<file path="src/core/gpd_params.svh">
// Register offsets, reset values and widths for the bidirectional port.
`ifndef GPD_PARAMS_SVH
`define GPD_PARAMS_SVH

`define GPD_WIDTH 8
`define GPD_OFF_PINS 12'h000
`define GPD_OFF_DIR 12'h004
`define GPD_OFF_LATCH 12'h008
`define GPD_OFF_PULLUP_HOST 12'h00c
`define GPD_ADDR_W 12
`define GPD_DIR_RESET 8'hff
`define GPD_LATCH_RESET 8'h00
`define GPD_PULLUP_HOST_RESET 8'h00
`define GPD_PULLUP_BIT 7
`define GPD_ZERO_WORD 32'h0000_0000

`endif

</file>
<file path="src/core/gpd_pkg.sv">
// Types shared by the bidirectional port.
`include "gpd_params.svh"

package gpd_pkg;

  typedef logic [`GPD_WIDTH-1:0] gpd_byte_t;
  typedef logic [`GPD_ADDR_W-1:0] gpd_addr_t;
  typedef logic [31:0] gpd_word_t;

endpackage : gpd_pkg

</file>
<file path="src/core/gpd_port.sv">
// Eight-pin bidirectional port with direction, output latch and shared pull-up, on APB.
`timescale 1ns/100ps
`include "gpd_params.svh"

// Function
// - Eight pins, each with own direction
// - Direction one puts driver in high impedance
// - Direction zero drives pin from latch
// - Latch register readable, returns latch value
// - Reset makes every pin an input
// - One shared bit enables all pull-ups
// - Pull-up off when pin is output
// - Reset clears shared pull-up control
module gpd_port (
  // Clock and reset.
  input wire logic clock,
  input wire logic rstn,
  // APB slave.
  input wire logic psel,
  input wire logic penable,
  input wire logic pwrite,
  input wire gpd_pkg::gpd_addr_t paddr,
  input wire gpd_pkg::gpd_word_t pwdata,
  output logic pready,
  output gpd_pkg::gpd_word_t prdata,
  output logic pslverr,
  // Port pins, split into level, drive value and active-low enable.
  input wire gpd_pkg::gpd_byte_t gpio_port_pins_in,
  output gpd_pkg::gpd_byte_t gpio_port_pins_out,
  output gpd_pkg::gpd_byte_t gpio_port_pins_oe_n,
  // Weak pull-up enable per pin.
  output gpd_pkg::gpd_byte_t gpio_pullup_on
);
  import gpd_pkg::*;

  ////////////////////////////////////////////////////////////////////////////
  // Registers and pin synchroniser.

  gpd_byte_t gpio_direction_bits_q;
  gpd_byte_t gpio_output_latch_q;
  gpd_byte_t pullup_host_direction_register_q;
  gpd_byte_t pin_meta_q;
  gpd_byte_t pin_sync_q;
  logic pready_q;
  logic pslverr_q;
  gpd_word_t prdata_q;
  gpd_byte_t pins_out_q;
  gpd_byte_t pins_oe_n_q;
  gpd_byte_t pullup_q;

  ////////////////////////////////////////////////////////////////////////////
  // Decode.

  function automatic gpd_word_t gpd_zext(input gpd_byte_t b);
    gpd_zext = {24'h00_0000, b};
  endfunction : gpd_zext

  wire logic setup_phase = psel && !penable;
  wire logic hit_pins = (paddr == `GPD_OFF_PINS);
  wire logic hit_dir = (paddr == `GPD_OFF_DIR);
  wire logic hit_latch = (paddr == `GPD_OFF_LATCH);
  wire logic hit_host = (paddr == `GPD_OFF_PULLUP_HOST);
  wire logic hit_any = hit_pins || hit_dir || hit_latch || hit_host;
  // Answer one cycle after setup; the access phase always lasts one cycle.
  wire logic access_done = psel && penable && pready_q;
  wire logic wr_ok = access_done && pwrite && hit_any;
  // Both the data and latch offsets load the same latch.
  wire logic wr_latch = wr_ok && (hit_pins || hit_latch);
  wire logic wr_dir = wr_ok && hit_dir;
  wire logic wr_host = wr_ok && hit_host;
  wire gpd_word_t rd_word =
    hit_pins ? gpd_zext(pin_sync_q) :
    hit_latch ? gpd_zext(gpio_output_latch_q) :
    hit_dir ? gpd_zext(gpio_direction_bits_q) :
    hit_host ? gpd_zext(pullup_host_direction_register_q) :
    `GPD_ZERO_WORD;
  wire logic shared_pullup_enable = pullup_host_direction_register_q[`GPD_PULLUP_BIT];
  // A pin set as output never keeps its pull-up.
  wire gpd_byte_t pullup_d = {`GPD_WIDTH{shared_pullup_enable}} & gpio_direction_bits_q;
  wire gpd_byte_t pins_out_d = gpio_output_latch_q;
  // Enable is active low: direction one releases the pin.
  wire gpd_byte_t pins_oe_n_d = gpio_direction_bits_q;

  ////////////////////////////////////////////////////////////////////////////
  // Clocked state.

  always_ff @(posedge clock)
  begin
    if (!rstn)
    begin
      gpio_direction_bits_q <= `GPD_DIR_RESET;
      gpio_output_latch_q <= `GPD_LATCH_RESET;
      pullup_host_direction_register_q <= `GPD_PULLUP_HOST_RESET;
    end
    else
    begin
      if (wr_dir)
        gpio_direction_bits_q <= pwdata[`GPD_WIDTH-1:0];
      if (wr_latch)
        gpio_output_latch_q <= pwdata[`GPD_WIDTH-1:0];
      if (wr_host)
        pullup_host_direction_register_q <= pwdata[`GPD_WIDTH-1:0];
    end
  end

  always_ff @(posedge clock)
  begin
    if (!rstn)
    begin
      pin_meta_q <= `GPD_LATCH_RESET;
      pin_sync_q <= `GPD_LATCH_RESET;
    end
    else
    begin
      pin_meta_q <= gpio_port_pins_in;
      pin_sync_q <= pin_meta_q;
    end
  end

  always_ff @(posedge clock)
  begin
    if (!rstn)
    begin
      pready_q <= 1'b0;
      pslverr_q <= 1'b0;
      prdata_q <= `GPD_ZERO_WORD;
    end
    else
    begin
      pready_q <= setup_phase;
      pslverr_q <= setup_phase && !hit_any;
      prdata_q <= (setup_phase && !pwrite) ? rd_word : `GPD_ZERO_WORD;
    end
  end

  always_ff @(posedge clock)
  begin
    if (!rstn)
    begin
      pins_out_q <= `GPD_LATCH_RESET;
      pins_oe_n_q <= `GPD_DIR_RESET;
      pullup_q <= `GPD_LATCH_RESET;
    end
    else
    begin
      pins_out_q <= pins_out_d;
      pins_oe_n_q <= pins_oe_n_d;
      pullup_q <= pullup_d;
    end
  end

  assign pready = pready_q;
  assign pslverr = pslverr_q;
  assign prdata = prdata_q;
  assign gpio_port_pins_out = pins_out_q;
  assign gpio_port_pins_oe_n = pins_oe_n_q;
  assign gpio_pullup_on = pullup_q;

  ////////////////////////////////////////////////////////////////////////////
  // Checks.

  property p_dir_release;
    @(posedge clock) disable iff (!rstn)
    wr_dir ##1 1'b1 |-> ##1 gpio_port_pins_oe_n == $past(pwdata[`GPD_WIDTH-1:0], 2);
  endproperty
  a_dir_release: assert property (p_dir_release) else $error("enable does not follow direction");

  property p_drive_latch;
    @(posedge clock) disable iff (!rstn)
    wr_latch ##1 1'b1 |-> ##1 gpio_port_pins_out == $past(pwdata[`GPD_WIDTH-1:0], 2);
  endproperty
  a_drive_latch: assert property (p_drive_latch) else $error("pin drive does not follow latch");

  property p_latch_read;
    @(posedge clock) disable iff (!rstn)
    setup_phase && !pwrite && hit_latch |=> prdata == gpd_zext(gpio_output_latch_q);
  endproperty
  a_latch_read: assert property (p_latch_read) else $error("latch read returned wrong value");

  property p_reset_input;
    @(posedge clock) !rstn |=> gpio_port_pins_oe_n == `GPD_DIR_RESET;
  endproperty
  a_reset_input: assert property (p_reset_input) else $error("pins not inputs after reset");

  property p_shared_pullup;
    @(posedge clock) disable iff (!rstn)
    (gpio_pullup_on != `GPD_LATCH_RESET) |-> $past(shared_pullup_enable);
  endproperty
  a_shared_pullup: assert property (p_shared_pullup) else $error("pull-up on without shared bit");

  property p_output_no_pullup;
    @(posedge clock) disable iff (!rstn)
    (gpio_pullup_on & ~gpio_port_pins_oe_n) == `GPD_LATCH_RESET;
  endproperty
  a_output_no_pullup: assert property (p_output_no_pullup) else $error("pull-up on driven pin");

  property p_reset_pullup;
    @(posedge clock) !rstn ##1 !rstn |=> gpio_pullup_on == `GPD_LATCH_RESET;
  endproperty
  a_reset_pullup: assert property (p_reset_pullup) else $error("pull-up on after reset");

  property p_pins_read;
    @(posedge clock) disable iff (!rstn)
    setup_phase && !pwrite && hit_pins |=> prdata == gpd_zext($past(pin_meta_q, 2));
  endproperty
  a_pins_read: assert property (p_pins_read) else $error("data read not pin level");

  property p_one_wait;
    @(posedge clock) disable iff (!rstn)
    setup_phase |=> pready ##1 !pready;
  endproperty
  a_one_wait: assert property (p_one_wait) else $error("pready timing wrong");

  property p_oe_dir;
    @(posedge clock) disable iff (!rstn)
    1'b1 |=> gpio_port_pins_oe_n == $past(gpio_direction_bits_q);
  endproperty
  a_oe_dir: assert property (p_oe_dir) else $error("enable differs from direction");

  property p_pins_write;
    @(posedge clock) disable iff (!rstn)
    wr_ok && hit_pins |=> gpio_output_latch_q == $past(pwdata[`GPD_WIDTH-1:0]);
  endproperty
  a_pins_write: assert property (p_pins_write) else $error("latch missed write");

endmodule : gpd_port

</file>
<file path="config.mk">
export PLATFORM = sky130hd
export DESIGN_NAME = gpd_port
export DESIGN_NICKNAME = d
export VERILOG_FILES = /design/src/core/gpd_pkg.sv /design/src/core/gpd_port.sv
export VERILOG_INCLUDE_DIRS = /design/src /design/src/core
export SDC_FILE = /design/constraint.sdc
export NUM_CORES = 1
export LEC_CHECK = 0
export BUFFER_PORTS_ARGS = -buffer_cell sky130_fd_sc_hd__buf_2
export CAP_MARGIN = 20
export CORE_MARGIN = 2
export CORE_UTILIZATION = 51
export CTS_CLUSTER_SIZE = 25
export DETAILED_ROUTE_END_ITERATION = 6
export HOLD_SLACK_MARGIN = 0.15
export PLACE_DENSITY = 0.94
export SLEW_MARGIN = 40
export SYNTH_ARGS = -nofsm -noshare
export SYNTH_HDL_FRONTEND = slang
export SYNTH_SLANG_ARGS = --single-unit
export TNS_END_PERCENT = 10
</file>
<file path="constraint.sdc">
create_clock -name clock -period 2.35 [get_ports clock]
set_input_delay 0.1175 -clock clock [delete_from_list [all_inputs] [get_ports clock]]
set_output_delay 0.1175 -clock clock [all_outputs]
set_load 0.02 [all_outputs]
</file>
Yosys cells after proc, flatten, opt, wreduce, memory -nomap -nowiden
Index checks and enable logic that the tools add are counted.
- flip-flop bits (word level): 98
- bits of input ports: 57
- output and inout bits: 58
- logic and storage cells: 42
- eq/ne operators: 3
- mux-type cells: 4
- bitwise gates (word level): 3
- reduce and logical (&&, ||, !) cells: 20
- operator list (cell ; number):
    8-bit 2-to-1 mux ; 4
    12-bit by 4-bit == test with 1-bit output, second input constant ; 2
    12-bit by 3-bit == test with 1-bit output, second input constant ; 1
    12-bit logical NOT ; 1
    1-bit logical AND ; 10
    8-bit bitwise AND ; 1
    5-bit OR reduction ; 1
    1-bit logical OR ; 4
    1-bit logical NOT ; 3
    1-bit NOT ; 2
    2-bit AND reduction ; 1

Logic depth before layout (Yosys ltp)
Gate-level depths: netlist of the first run.
- depth in word-level cells: 6
- depth in mapped cells: 5

Worst setup path before layout of the first run
No wires, ideal clock.
- path kind: register -> register
- from: reg pready_q, in the netlist pready
- to: reg gpio_direction_bits_q[0]
- arrival: 1.344 ns
- required time: 2.229 ns
- path slack: 0.885 ns
- cell stages (with the launch flop): 5
- clock period less this slack: 1.465 ns
- cell sequence: dfxtp_1 and4_1 and4_1 buf_4 mux2_2
- word-level cells in the longest chain between the ends: 4
- ends and longest elaborated chain (what ; RTL line ; text):
    start, declared ; gpd_port.sv:44 ; logic pready_q;
    start signal, assigned ; gpd_port.sv:130 ; pready_q <= setup_phase;
    1-bit logical AND ; gpd_port.sv:65 ; wire logic access_done = psel && penable && pready_q;
    1-bit logical AND (2 in a row) ; gpd_port.sv:66 ; wire logic wr_ok = access_done && pwrite && hit_any;
    1-bit logical AND ; gpd_port.sv:69 ; wire logic wr_dir = wr_ok && hit_dir;
    end signal, assigned ; gpd_port.sv:91 ; gpio_direction_bits_q <= `GPD_DIR_RESET;
    end signal, assigned ; gpd_port.sv:98 ; gpio_direction_bits_q <= pwdata[`GPD_WIDTH-1:0];
    end, declared ; gpd_port.sv:39 ; gpd_byte_t gpio_direction_bits_q;
No other way between the ends.
A chain may end at the register's enable or synchronous reset.

Final worst setup path of the first run
- from: in paddr[2]
- to: reg gpio_direction_bits_q[6]
- word-level cells in the longest chain between the ends: 6
- elaborated cells on any way between the ends: 9
- those cells by class: 3 x eq/ne; 6 x reduce/logical
- ends and longest elaborated chain (what ; RTL line ; text):
    start, declared ; gpd_port.sv:22 ; input wire gpd_pkg::gpd_addr_t paddr,
    12-bit by 3-bit == test with 1-bit output (no source line) / 12-bit logical NOT (equally long branches) ; n/a ;
    1-bit logical OR (3 in a row) ; gpd_port.sv:63 ; wire logic hit_any = hit_pins || hit_dir || hit_latch || hit_host;
    1-bit logical AND ; gpd_port.sv:66 ;
    1-bit logical AND (*) ; gpd_port.sv:69 ;
Every way passes the cells marked *; elsewhere a longest branch is shown, timed or not.

==> results of run 1 <==
-- cell families (layout without fill, tap and decap cells) --
kind of cell | count (synthesis) | count (layout)
AOI/OAI and AO/OA | 9 | 9
other | 1 | 24
buffers and inverters | 44 | 111
muxes | 39 | 39
DFF | 74 | 74
and+or+nand+nor | 82 | 82
-- layout make-up --
cell class                      count  area share [%]
Timing Repair Buffer               87            15.9
Multi-Input combinational cell    154            32.0
Tap cell                           70            2.58
Inverter                            8           0.885
Sequential cell                    74            43.7
Clock inverter                      5           0.885
Clock buffer                       11            4.17
-- per-stage QoR --
step | utilization [%] | cell area (um2) | power (mW)
final | 66.0 | 3390 | 2.27
after global routing | 66.0 | 3390 | 2.36
after CTS | 66.0 | 3390 | 2.29
after detailed placement | 58.8 | 3020 | 1.44
after global placement | 58.8 | 3020 | 1.43
after floorplan | - | 2830 | 1.42
-- power breakdown --
group | leakage [nW] | switching, mW | total, mW | internal [mW]
clock | 0.0851 | 0.425 | 0.831 | 0.406
sequential | 0.600 | 0.00352 | 1.27 | 1.27
combinational | 1.04 | 0.0980 | 0.166 | 0.0680
total | 1.73 | 0.527 | 2.27 | 1.74
-- worst max-delay path by stage --
stage | startpoint | endpoint | slack, ps | cells after the start
finish | paddr[2] | gpio_direction_bits_q[6]$_SDFFE_PN1P_ | 560 | 5
global route | paddr[2] | gpio_direction_bits_q[4]$_SDFFE_PN1P_ | 470 | 5
CTS | paddr[4] | gpio_direction_bits_q[5]$_SDFFE_PN1P_ | 600 | 5
detailed placement | paddr[7] | gpio_direction_bits_q[1]$_SDFFE_PN1P_ | 630 | 4
global placement | paddr[3] | gpio_direction_bits_q[0]$_SDFFE_PN1P_ | 680 | 4
floorplan | pready$_SDFF_PN0_ | gpio_direction_bits_q[0]$_SDFFE_PN1P_ | 890 | 4
-- worst min-delay path, stage by stage --
cell and delay (ps):
buf_2 100, nor4_4 60, nand3_1 70, and2_1 120
-- synth_stat cells --
library cell,number,area share [%]
a211oi_1,1,0.27
a21o_1,1,0.27
a221oi_1,7,2.2
and2_1,17,3.9
and3_1,9,2.1
and3b_1,1,0.32
and4_1,2,0.64
and4bb_2,2,0.91
buf_2,4,0.73
buf_4,25,6.8
clkbuf_1,7,0.96
conb_1,1,0.14
dfxtp_1,74,54
inv_1,8,1.1
mux2_2,8,3.3
mux2i_1,31,11
nand2_1,24,3.3
nand2b_1,16,3.6
nand3_1,1,0.18
nand4_2,3,1.4
nor2_1,2,0.27
nor3_1,1,0.18
nor3b_1,1,0.27
nor4_4,2,1.6
nor4b_1,1,0.32
-- state kept, by name, indices dropped and copies added, names as in the netlist --
name	cells
pin_meta_q	8
gpio_output_latch_q	8
gpio_direction_bits_q	8
gpio_pullup_on	8
prdata	8
pin_sync_q	8
pullup_host_direction_register_q	8
gpio_port_pins_out	8
gpio_port_pins_oe_n	8
pready	1
pslverr	1
-- routing by layer --
metal,wire length [um],global-route usage [%],vias up
li1,-,-,958
met1,2190,20.3,898
met2,2650,31.7,75
met3,304,4.88,15
met4,155,10.7,0
met5,0,0,-
==> results.json, run 1 <==
{
  "outcome": "finished, final reports clean",
  "slowest_stage": "dlygate4sd3_1",
  "p_per_area_nw_per_um2": 668,
  "postCtsSetupRepairBufs": 0,
  "multi_input_area_um2": 1080,
  "yosys-mux-area-fraction_pct": 14.6,
  "vias": 1946,
  "grt_overflow": 0,
  "finClkSkew_ps": 8.08,
  "dr.first_iter.drc_count": 98,
  "cts_tree": "done",
  "die_h_um": 77.4,
  "htreeDepth": 3,
  "ys_warn_count": 0,
  "dp_cells": 373,
  "die_w_um": 77.4,
  "fmax_mhz": 557,
  "cp_max_fo": 12,
  "critPathArrivalTime_ps": 2020,
  "netlist_instances": 249,
  "final_common_cell": "dfxtp_1",
  "path_clk_slew_ps": 70,
  "hold_path.startpoint": "paddr[0]",
  "cp.required_ps": 2570,
  "portBuffers": 66,
  "startpoint_type": "input port",
  "cts_resized": 0,
  "antenna_found_initial": 0,
  "design.die.area_um2": 5980,
  "grt_max_degree": 66,
  "setup_slack_ps": 556,
  "instances_no_fill": 409,
  "ctsHoldBuffers": 20,
  "finalCritPeriodShare_pct": 76.4,
  "syn_area_um2": 2740,
  "layout_common_cells": "dfxtp_1 (74), buf_2 (66), mux2i_1 (31)",
  "slew_violations": 0,
  "synth_compound_area_share_pct": 2.78,
  "synth-simple-area-share_pct": 18.9,
  "finalWirelength_mm": 5.30,
  "vias_per_cell": 4.76,
  "syn2layout_area_growth_pct": 23.7,
  "regArea_um2": 1480,
  "ir_drop_uv": 387,
  "synthDistinctLibCells": 25,
  "place.gp.congestion": 0.846,
  "wl_per_cell_um": 13.0,
  "fin_hold_ws_ps": 164,
  "rr_startpoint": "pready$_SDFF_PN0_",
  "drive_gt1_share_pct": 28.6,
  "drc": 0,
  "cts_made_buffers": 9,
  "initial_core_util_pct": 53.4,
  "crit_chain": "dlygate4sd3_1, buf_2, nor4b_1, and4_1, mux2_2",
  "hold_class": "input port to flip-flop",
  "n_fill_cell": 395,
  "crit_type": "input port to flip-flop",
  "pin_count": 115,
  "post-route-min-period_ps": 1790,
  "crit_buf_inv": 2,
  "rsz0062_at_grt": "no",
  "fin_tns_setup_ps": 0,
  "max_stage_delay_ps": 550,
  "drv_cap": 0,
  "ys_seq_area_share_pct": 54.0,
  "rows": 26,
  "cts.sinks": 74,
  "synth_adder_area_share_pct": 0,
  "tightest_slew_ps": 528,
  "hold_path_depth": 4,
  "endpoint_kind": "flip-flop",
  "place_ws_ps": 626,
  "core_area_um2": 5140,
  "synth_top_family_by_area": "simple AND/OR/NAND/NOR gates",
  "nets": 391,
  "drtAntennaViolNets": 0,
  "drt_first_pass_iters": 4,
  "dp_hpwl_mm": 3.55,
  "insertion_delay_ps": 330,
  "setup_viol": 0,
  "hold_path_end": "pslverr$_SDFF_PN0_",
  "r2r_setup_slack_ps": 720,
  "r2r_cells": 3,
  "grt_pass1_wl_mm": 8.52,
  "ys_ff_latch": 74,
  "slew_headroom_pct": 64.8,
  "finalHoldViolations": 0,
  "cts_root_buf": "clkbuf_8",
  "antenna_cells": 0,
  "power.leakage_nw": 1.73,
  "cts_buffer_depth": 2,
  "synth_xor_area_share_pct": 0,
  "synth.avg_cell_area_um2": 11.0,
  "grt_usage_pct": 18.4,
  "r2r_end": "gpio_direction_bits_q[6]$_SDFFE_PN1P_",
  "grt_pass1_vias": 1867,
  "crit_family": "buffers and inverters"
}
No activity file was read; power rests on OpenSTA's default activity.
==> inputs of run 2 (changes only) <==
CORE_UTILIZATION = 43   (was 51)
PLACE_DENSITY = 0.86   (was 0.94)
clock period = 1.55 ns   (was 2.35 ns; I/O delays follow)
==> run 2 against run 1 <==
Effect of this change:
- sequential power is 52% higher
- via count is 2.1% lower
- sequential share of layout area is 1.5 points lower
- worst setup slack worse by 500 ps
- clock power is 94% higher
- global-route usage is 2.8 points lower
- routed wire length is 1.9% lower
- combinational power is 59% higher
- non-clock buffer count is 6 higher
- clock skew hardly changed
- highest routed layer unchanged
==> results.json, run 2 (same netlist as run 1, synthesis figures left out) <==
{
  "crit_type": "input port to flip-flop",
  "portBuffers": 66,
  "outcome": "finished, final reports clean",
  "finClkSkew_ps": 7.87,
  "crit_buf_inv": 3,
  "initial_core_util_pct": 43.7,
  "cts_made_buffers": 9,
  "r2r_setup_slack_ps": 150,
  "power.leakage_nw": 1.79,
  "hold_path_depth": 3,
  "design.die.area_um2": 7040,
  "drc": 0,
  "fin_tns_setup_ps": 0,
  "dp_cells": 385,
  "insertion_delay_ps": 340,
  "wl_per_cell_um": 12.3,
  "fin_area_um2": 3510,
  "r2r_end": "gpio_direction_bits_q[3]$_SDFFE_PN1P_",
  "place_ws_ps": 77.7,
  "design_power_total_mw": 3.80,
  "slew_violations": 0,
  "hold_path_end": "gpio_port_pins_oe_n[4]$_SDFF_PN1_",
  "cpMostUsedCell": "dlygate4sd3_1",
  "layout_common_cells": "dfxtp_1 (74), buf_2 (66), mux2i_1 (31)",
  "slowest_stage": "dlygate4sd3_1",
  "core_area_um2": 6280,
  "ir_drop_uv": 625,
  "place.gp.congestion": 0.911,
  "instances_no_fill": 422,
  "htreeDepth": 3,
  "grt_overflow": 0,
  "finalCritPeriodShare_pct": 96.4,
  "fin_hold_ws_ps": 198,
  "p_per_area_nw_per_um2": 1080,
  "cts.sinks": 74,
  "die_h_um": 83.9,
  "antenna_found_initial": 0,
  "grt_pass1_wl_mm": 8.56,
  "grt_pass1_vias": 1828,
  "cts_tree": "done",
  "place_area_um2": 3080,
  "nets": 397,
  "cts_buffer_depth": 2,
  "vias_per_cell": 4.52,
  "finalHoldViolations": 0,
  "max_stage_delay_ps": 580,
  "rows": 29,
  "cp.required_ps": 1780,
  "utilization_pct": 56.0,
  "dp_hpwl_mm": 3.59,
  "antenna_cells": 0,
  "path_clk_slew_ps": 70,
  "r2r_cells": 3,
  "vias": 1906,
  "cp_max_fo": 4,
  "drtAntennaViolNets": 0,
  "rsz0062_at_grt": "no",
  "dr.first_iter.drc_count": 107,
  "pin_count": 115,
  "finalWirelength_mm": 5.20,
  "drt_first_pass_iters": 4,
  "fmax_mhz": 669,
  "post-route-min-period_ps": 1490,
  "crit_start": "paddr[10]",
  "setup_slack_ps": 55.9,
  "drive_gt1_share_pct": 30.1,
  "final_common_cell": "dfxtp_1",
  "drv_cap": 0,
  "endpoint_kind": "flip-flop",
  "hold_class": "input port to flip-flop",
  "grt_usage_pct": 15.6,
  "syn2layout_area_growth_pct": 28.0,
  "die_w_um": 83.9,
  "grt_max_degree": 66,
  "cts_root_buf": "clkbuf_8",
  "startpoint_type": "input port",
  "setup_viol": 0,
  "crit_chain": "buf_2, dlygate4sd3_1, nor2_2, dlygate4sd3_1, nand3_1, and2_1",
  "critPathArrivalTime_ps": 1730,
  "crit_family": "buffers and inverters",
  "rr_startpoint": "pready$_SDFF_PN0_",
  "hold_path.startpoint": "rstn"
}
==> run 2: cell types whose count changed in the layout (fill, tap and decap cells not counted), sizes merged <==
cell         delta
buf             +5
bufinv          +2
clkinv          -1
clkinvlp        -1
dlygate4sd3     +1
==> run 2: worst max path at each step <==
stage                                                        to  slack [ps]  cells past startpoint
2_1_floorplan             gpio_direction_bits_q[0]$_SDFFE_PN1P_          90                      4
3_3_place_gp              gpio_direction_bits_q[0]$_SDFFE_PN1P_         110                      3
3_5_place_dp              gpio_direction_bits_q[1]$_SDFFE_PN1P_          80                      3
4_1_cts                   gpio_direction_bits_q[6]$_SDFFE_PN1P_          50                      5
5_1_grt        pullup_host_direction_register_q[1]$_SDFFE_PN0P_          10                      6
6_report                                     pslverr$_SDFF_PN0_          60                      6
==> run 2: cell type report <==
cell class                 count  area (um2)
clock buffer                  11         141
clock inverter                 5        77.6
fill                         557        2760
inverter                       8        30.0
multi-input combinational    154        1090
sequential                    74        1480
tap                           77        96.3
timing repair buffer          93         598
==> run 2: repair_timing <==
item                                    in CTS  in global routing
hold endpoints to repair                    35                  0
buffers inserted                             0                  0
endpoints found under the setup margin       0                  9
gates resized for setup                      0                  2
hold buffers                                21                  0
==> run 2: worst register-to-register path, delay by kind of cell (launching register included) <==
family | cells | cell delay, ps
flops | 1 | 330
simple gates | 2 | 600
mux | 1 | 360
==> run 2: routing by layer <==
| metal | global-route usage [%] | part of all wire [%] | wire length (um) |
|---|---|---|---|
| met5 | 0 | 0 | 0 |
| met4 | 8.94 | 3.0 | 155 |
| met3 | 4.15 | 5.5 | 286 |
| met2 | 25.1 | 47 | 2450 |
| met1 | 18.7 | 44 | 2310 |
==> run 2: power breakdown <==
| part | total, mW | switching (mW) | internal, mW |
|---|---|---|---|
| clock | 1.61 | 0.667 | 0.945 |
| combinational | 0.264 | 0.150 | 0.114 |
| sequential | 1.93 | 0.00472 | 1.92 |
==> inputs of run 3 (changes only) <==
ABC_AREA = 1   (was default)
CORE_UTILIZATION = 44   (was 43)
GPL_TIMING_DRIVEN = 0   (was default)
REMOVE_ABC_BUFFERS = 1   (was default)
==> run 3 against run 2 <==
Effect of this change:
- design area grew 7.8%
- power grew 0.72%
- routed wire length is 34% higher
- worst setup slack improved by 57 ps
- critical path depth is the same
- hold slack worse by 8.4 ps
- maximum frequency is 4.0% higher
- area after synthesis rose by 9.4%
==> results.json, run 3 <==
{
  "outcome": "finished, final reports clean",
  "yosys-top-cells-area": "dfxtp_1 (49%), nand2_1 (13%), buf_4 (7.3%), inv_1 (5.9%), nor2_1 (5.6%)",
  "cts_root_buf": "clkbuf_8",
  "antenna_cells": 0,
  "die_w_um": 86.6,
  "drc": 0,
  "synth_top_area_share_pct": 49.4,
  "ys_ff_latch": 74,
  "setup_viol": 0,
  "slew_headroom_pct": 50.2,
  "initial_core_util_pct": 44.9,
  "syn_area_um2": 3000,
  "nets": 532,
  "grt_usage_pct": 19.9,
  "finalHoldViolations": 0,
  "design_power_total_mw": 3.83,
  "n_fill_cell": 609,
  "grt_overflow": 0,
  "core_area_um2": 6680,
  "path_clk_slew_ps": 80,
  "max_stage_delay_ps": 350,
  "cpMostUsedCell": "nor2_4",
  "endpoint_kind": "flip-flop",
  "drive_gt1_share_pct": 21.5,
  "fin_tns_setup_ps": 0,
  "syn2layout_area_growth_pct": 26.2,
  "r2r_setup_slack_ps": 110,
  "post-route-min-period_ps": 1440,
  "synth_compound_area_share_pct": 4.00,
  "drt_first_pass_iters": 4,
  "hold_class": "input port to flip-flop",
  "slowest_stage": "dfxtp_1",
  "r2r_end": "gpio_direction_bits_q[6]$_SDFFE_PN1P_",
  "drtAntennaViolNets": 0,
  "crit_chain": "nand3_1, nor2_4, inv_1, nor2_4, buf_12, o211ai_1",
  "insertion_delay_ps": 350,
  "final_common_cell": "nand2_1",
  "place.gp.congestion": 0.850,
  "drv_cap": 0,
  "crit_family": "simple AND/OR/NAND/NOR gates",
  "rows": 30,
  "finClkSkew_ps": 8.60,
  "wl_per_cell_um": 12.5,
  "yosys-mux-area-fraction_pct": 0,
  "cp.depth": 6,
  "hold_path_depth": 6,
  "synthDistinctLibCells": 27,
  "p_per_area_nw_per_um2": 1010,
  "synthArstFlopShare_pct": 0,
  "fmax_mhz": 696,
  "ys_top_cells_by_count": "nand2_1 (100), dfxtp_1 (74), inv_1 (47)",
  "grt_pass1_wl_mm": 11.4,
  "grt_max_degree": 26,
  "finalCritPeriodShare_pct": 92.7,
  "slew_violations": 0,
  "startpoint_type": "flip-flop",
  "cp_max_fo": 16,
  "ys_seq_area_share_pct": 49.4,
  "netlist_instances": 382,
  "pin_count": 115,
  "cts_buffer_depth": 2,
  "synth_top_area_cell": "dfxtp_1",
  "portBuffers": 66,
  "cts_tree": "done",
  "fin_area_um2": 3790,
  "grt_pass1_vias": 2529,
  "crit_buf_inv": 2,
  "utilization_pct": 56.7,
  "yosys_most_used_dff": "dfxtp_1",
  "synth.avg_cell_area_um2": 7.86,
  "cp.required_ps": 1750,
  "ir_drop_uv": 746,
  "cts.sinks": 74,
  "place_area_um2": 3260,
  "synth_edf_count": 0,
  "synth.most_common_cell": "nand2_1",
  "r2r_cells": 6,
  "finalWirelength_mm": 6.97,
  "vias_per_cell": 4.72,
  "crit_type": "flip-flop to flip-flop",
  "vias": 2638,
  "synth_top_family_by_area": "simple AND/OR/NAND/NOR gates",
  "dp_hpwl_mm": 4.33,
  "die_h_um": 86.6,
  "ys_warn_count": 0,
  "dr.first_iter.drc_count": 245,
  "cts_made_buffers": 9,
  "htreeDepth": 3,
  "crit_start": "pready$_SDFF_PN0_",
  "design.die.area_um2": 7500,
  "layout_common_cells": "nand2_1 (100), dfxtp_1 (74), buf_2 (66)",
  "tightest_slew_ps": 744,
  "power.leakage_nw": 2.01,
  "antenna_found_initial": 0,
  "synth_xor_area_share_pct": 0,
  "worstSetupEndpoint": "gpio_direction_bits_q[6]$_SDFFE_PN1P_",
  "synth_adder_area_share_pct": 0,
  "synth-simple-area-share_pct": 31.3,
  "critPathArrivalTime_ps": 1640,
  "rr_startpoint": "pready$_SDFF_PN0_"
}
## run 3: cell count changes in the layout (fill, tap and decap cells not counted), sizes merged, moves of 9 or more
cell    change
and3        -9
nor2       +47
and2       -17
mux2i      -31
inv        +42
nand2      +86
nand4      +15
nor3       +10
nand2b     -16
## run 3: worst min-delay path: cells and delay by family
kind | cells | cell delay, ps
buffers and inverters | 3 | 230
AND/OR/NAND/NOR | 3 | 180
## run 3: cells by family (layout without fill, tap and decap cells)
kind of cell,after synthesis,after routing
buffers and inverters,89,163
AO/OA/AOI/OAI,20,20
AND/OR/NAND/NOR,198,198
flip-flops,74,74
other,1,24
## run 3: area by class of cell
class	instances	area [um2]	area share, %
flip-flops and latches	74	1480	39.1
clock inverters	4	76.3	2.01
multi-input cells	242	1160	30.5
inverters	52	195	5.15
repair buffers	96	638	16.8
well taps	80	100	2.64
clock buffers	11	141	3.73
## run 3: where the power goes
group / total [mW] / switching [mW] / internal [mW]
clock: 1.64 / 0.700 / 0.945
sequential: 1.93 / 0.00516 / 1.92
combinational: 0.258 / 0.164 / 0.0945
total: 3.83 / 0.869 / 2.96
## run 3: per-layer routing
metal | up-vias | wire (um) | global-route usage [%]
met2 | 110 | 3460 | 34.0
met3 | 9 | 531 | 4.29
met1 | 1207 | 2900 | 23.5
met4 | 0 | 78 | 9.94
met5 | - | 0 | 0
li1 | 1312 | - | -
## run 3: repair_timing
action	4_1_cts	5_1_grt
setup buffers	0	1
cloned	0	0
endpoints found under the setup margin	27	8
gates resized for setup	3	0
pin swaps	0	1
hold endpoints to repair	41	0
hold buffers	29	0
## run 3: how the worst min path moves through the flow
stage / startpoint / to / slack, ps
after floorplan: rstn / gpio_port_pins_oe_n[6]$_SDFF_PN1_ / 150
after global placement: gpio_port_pins_in[7] / pin_meta_q[7]$_SDFF_PN0_ / 260
after detailed placement: gpio_port_pins_in[6] / pin_meta_q[6]$_SDFF_PN0_ / 260
after CTS: paddr[2] / pullup_host_direction_register_q[4]$_SDFFE_PN0P_ / 170
after global routing: paddr[2] / pullup_host_direction_register_q[7]$_SDFFE_PN0P_ / 220
final: pwrite / prdata[3]$_SDFF_PN0_ / 190
## run 3: per-stage QoR
| step | hold slack (ps) | worst slack, ps | cells |
|---|---|---|---|
| after floorplan | 146 | -119 | 368 |
| after global placement | 260 | -428 | 514 |
| after detailed placement | 265 | -476 | 514 |
| after CTS | 172 | 0.601 | 558 |
| after global routing | 218 | -19.8 | 559 |
| final | 189 | 113 | 559 |
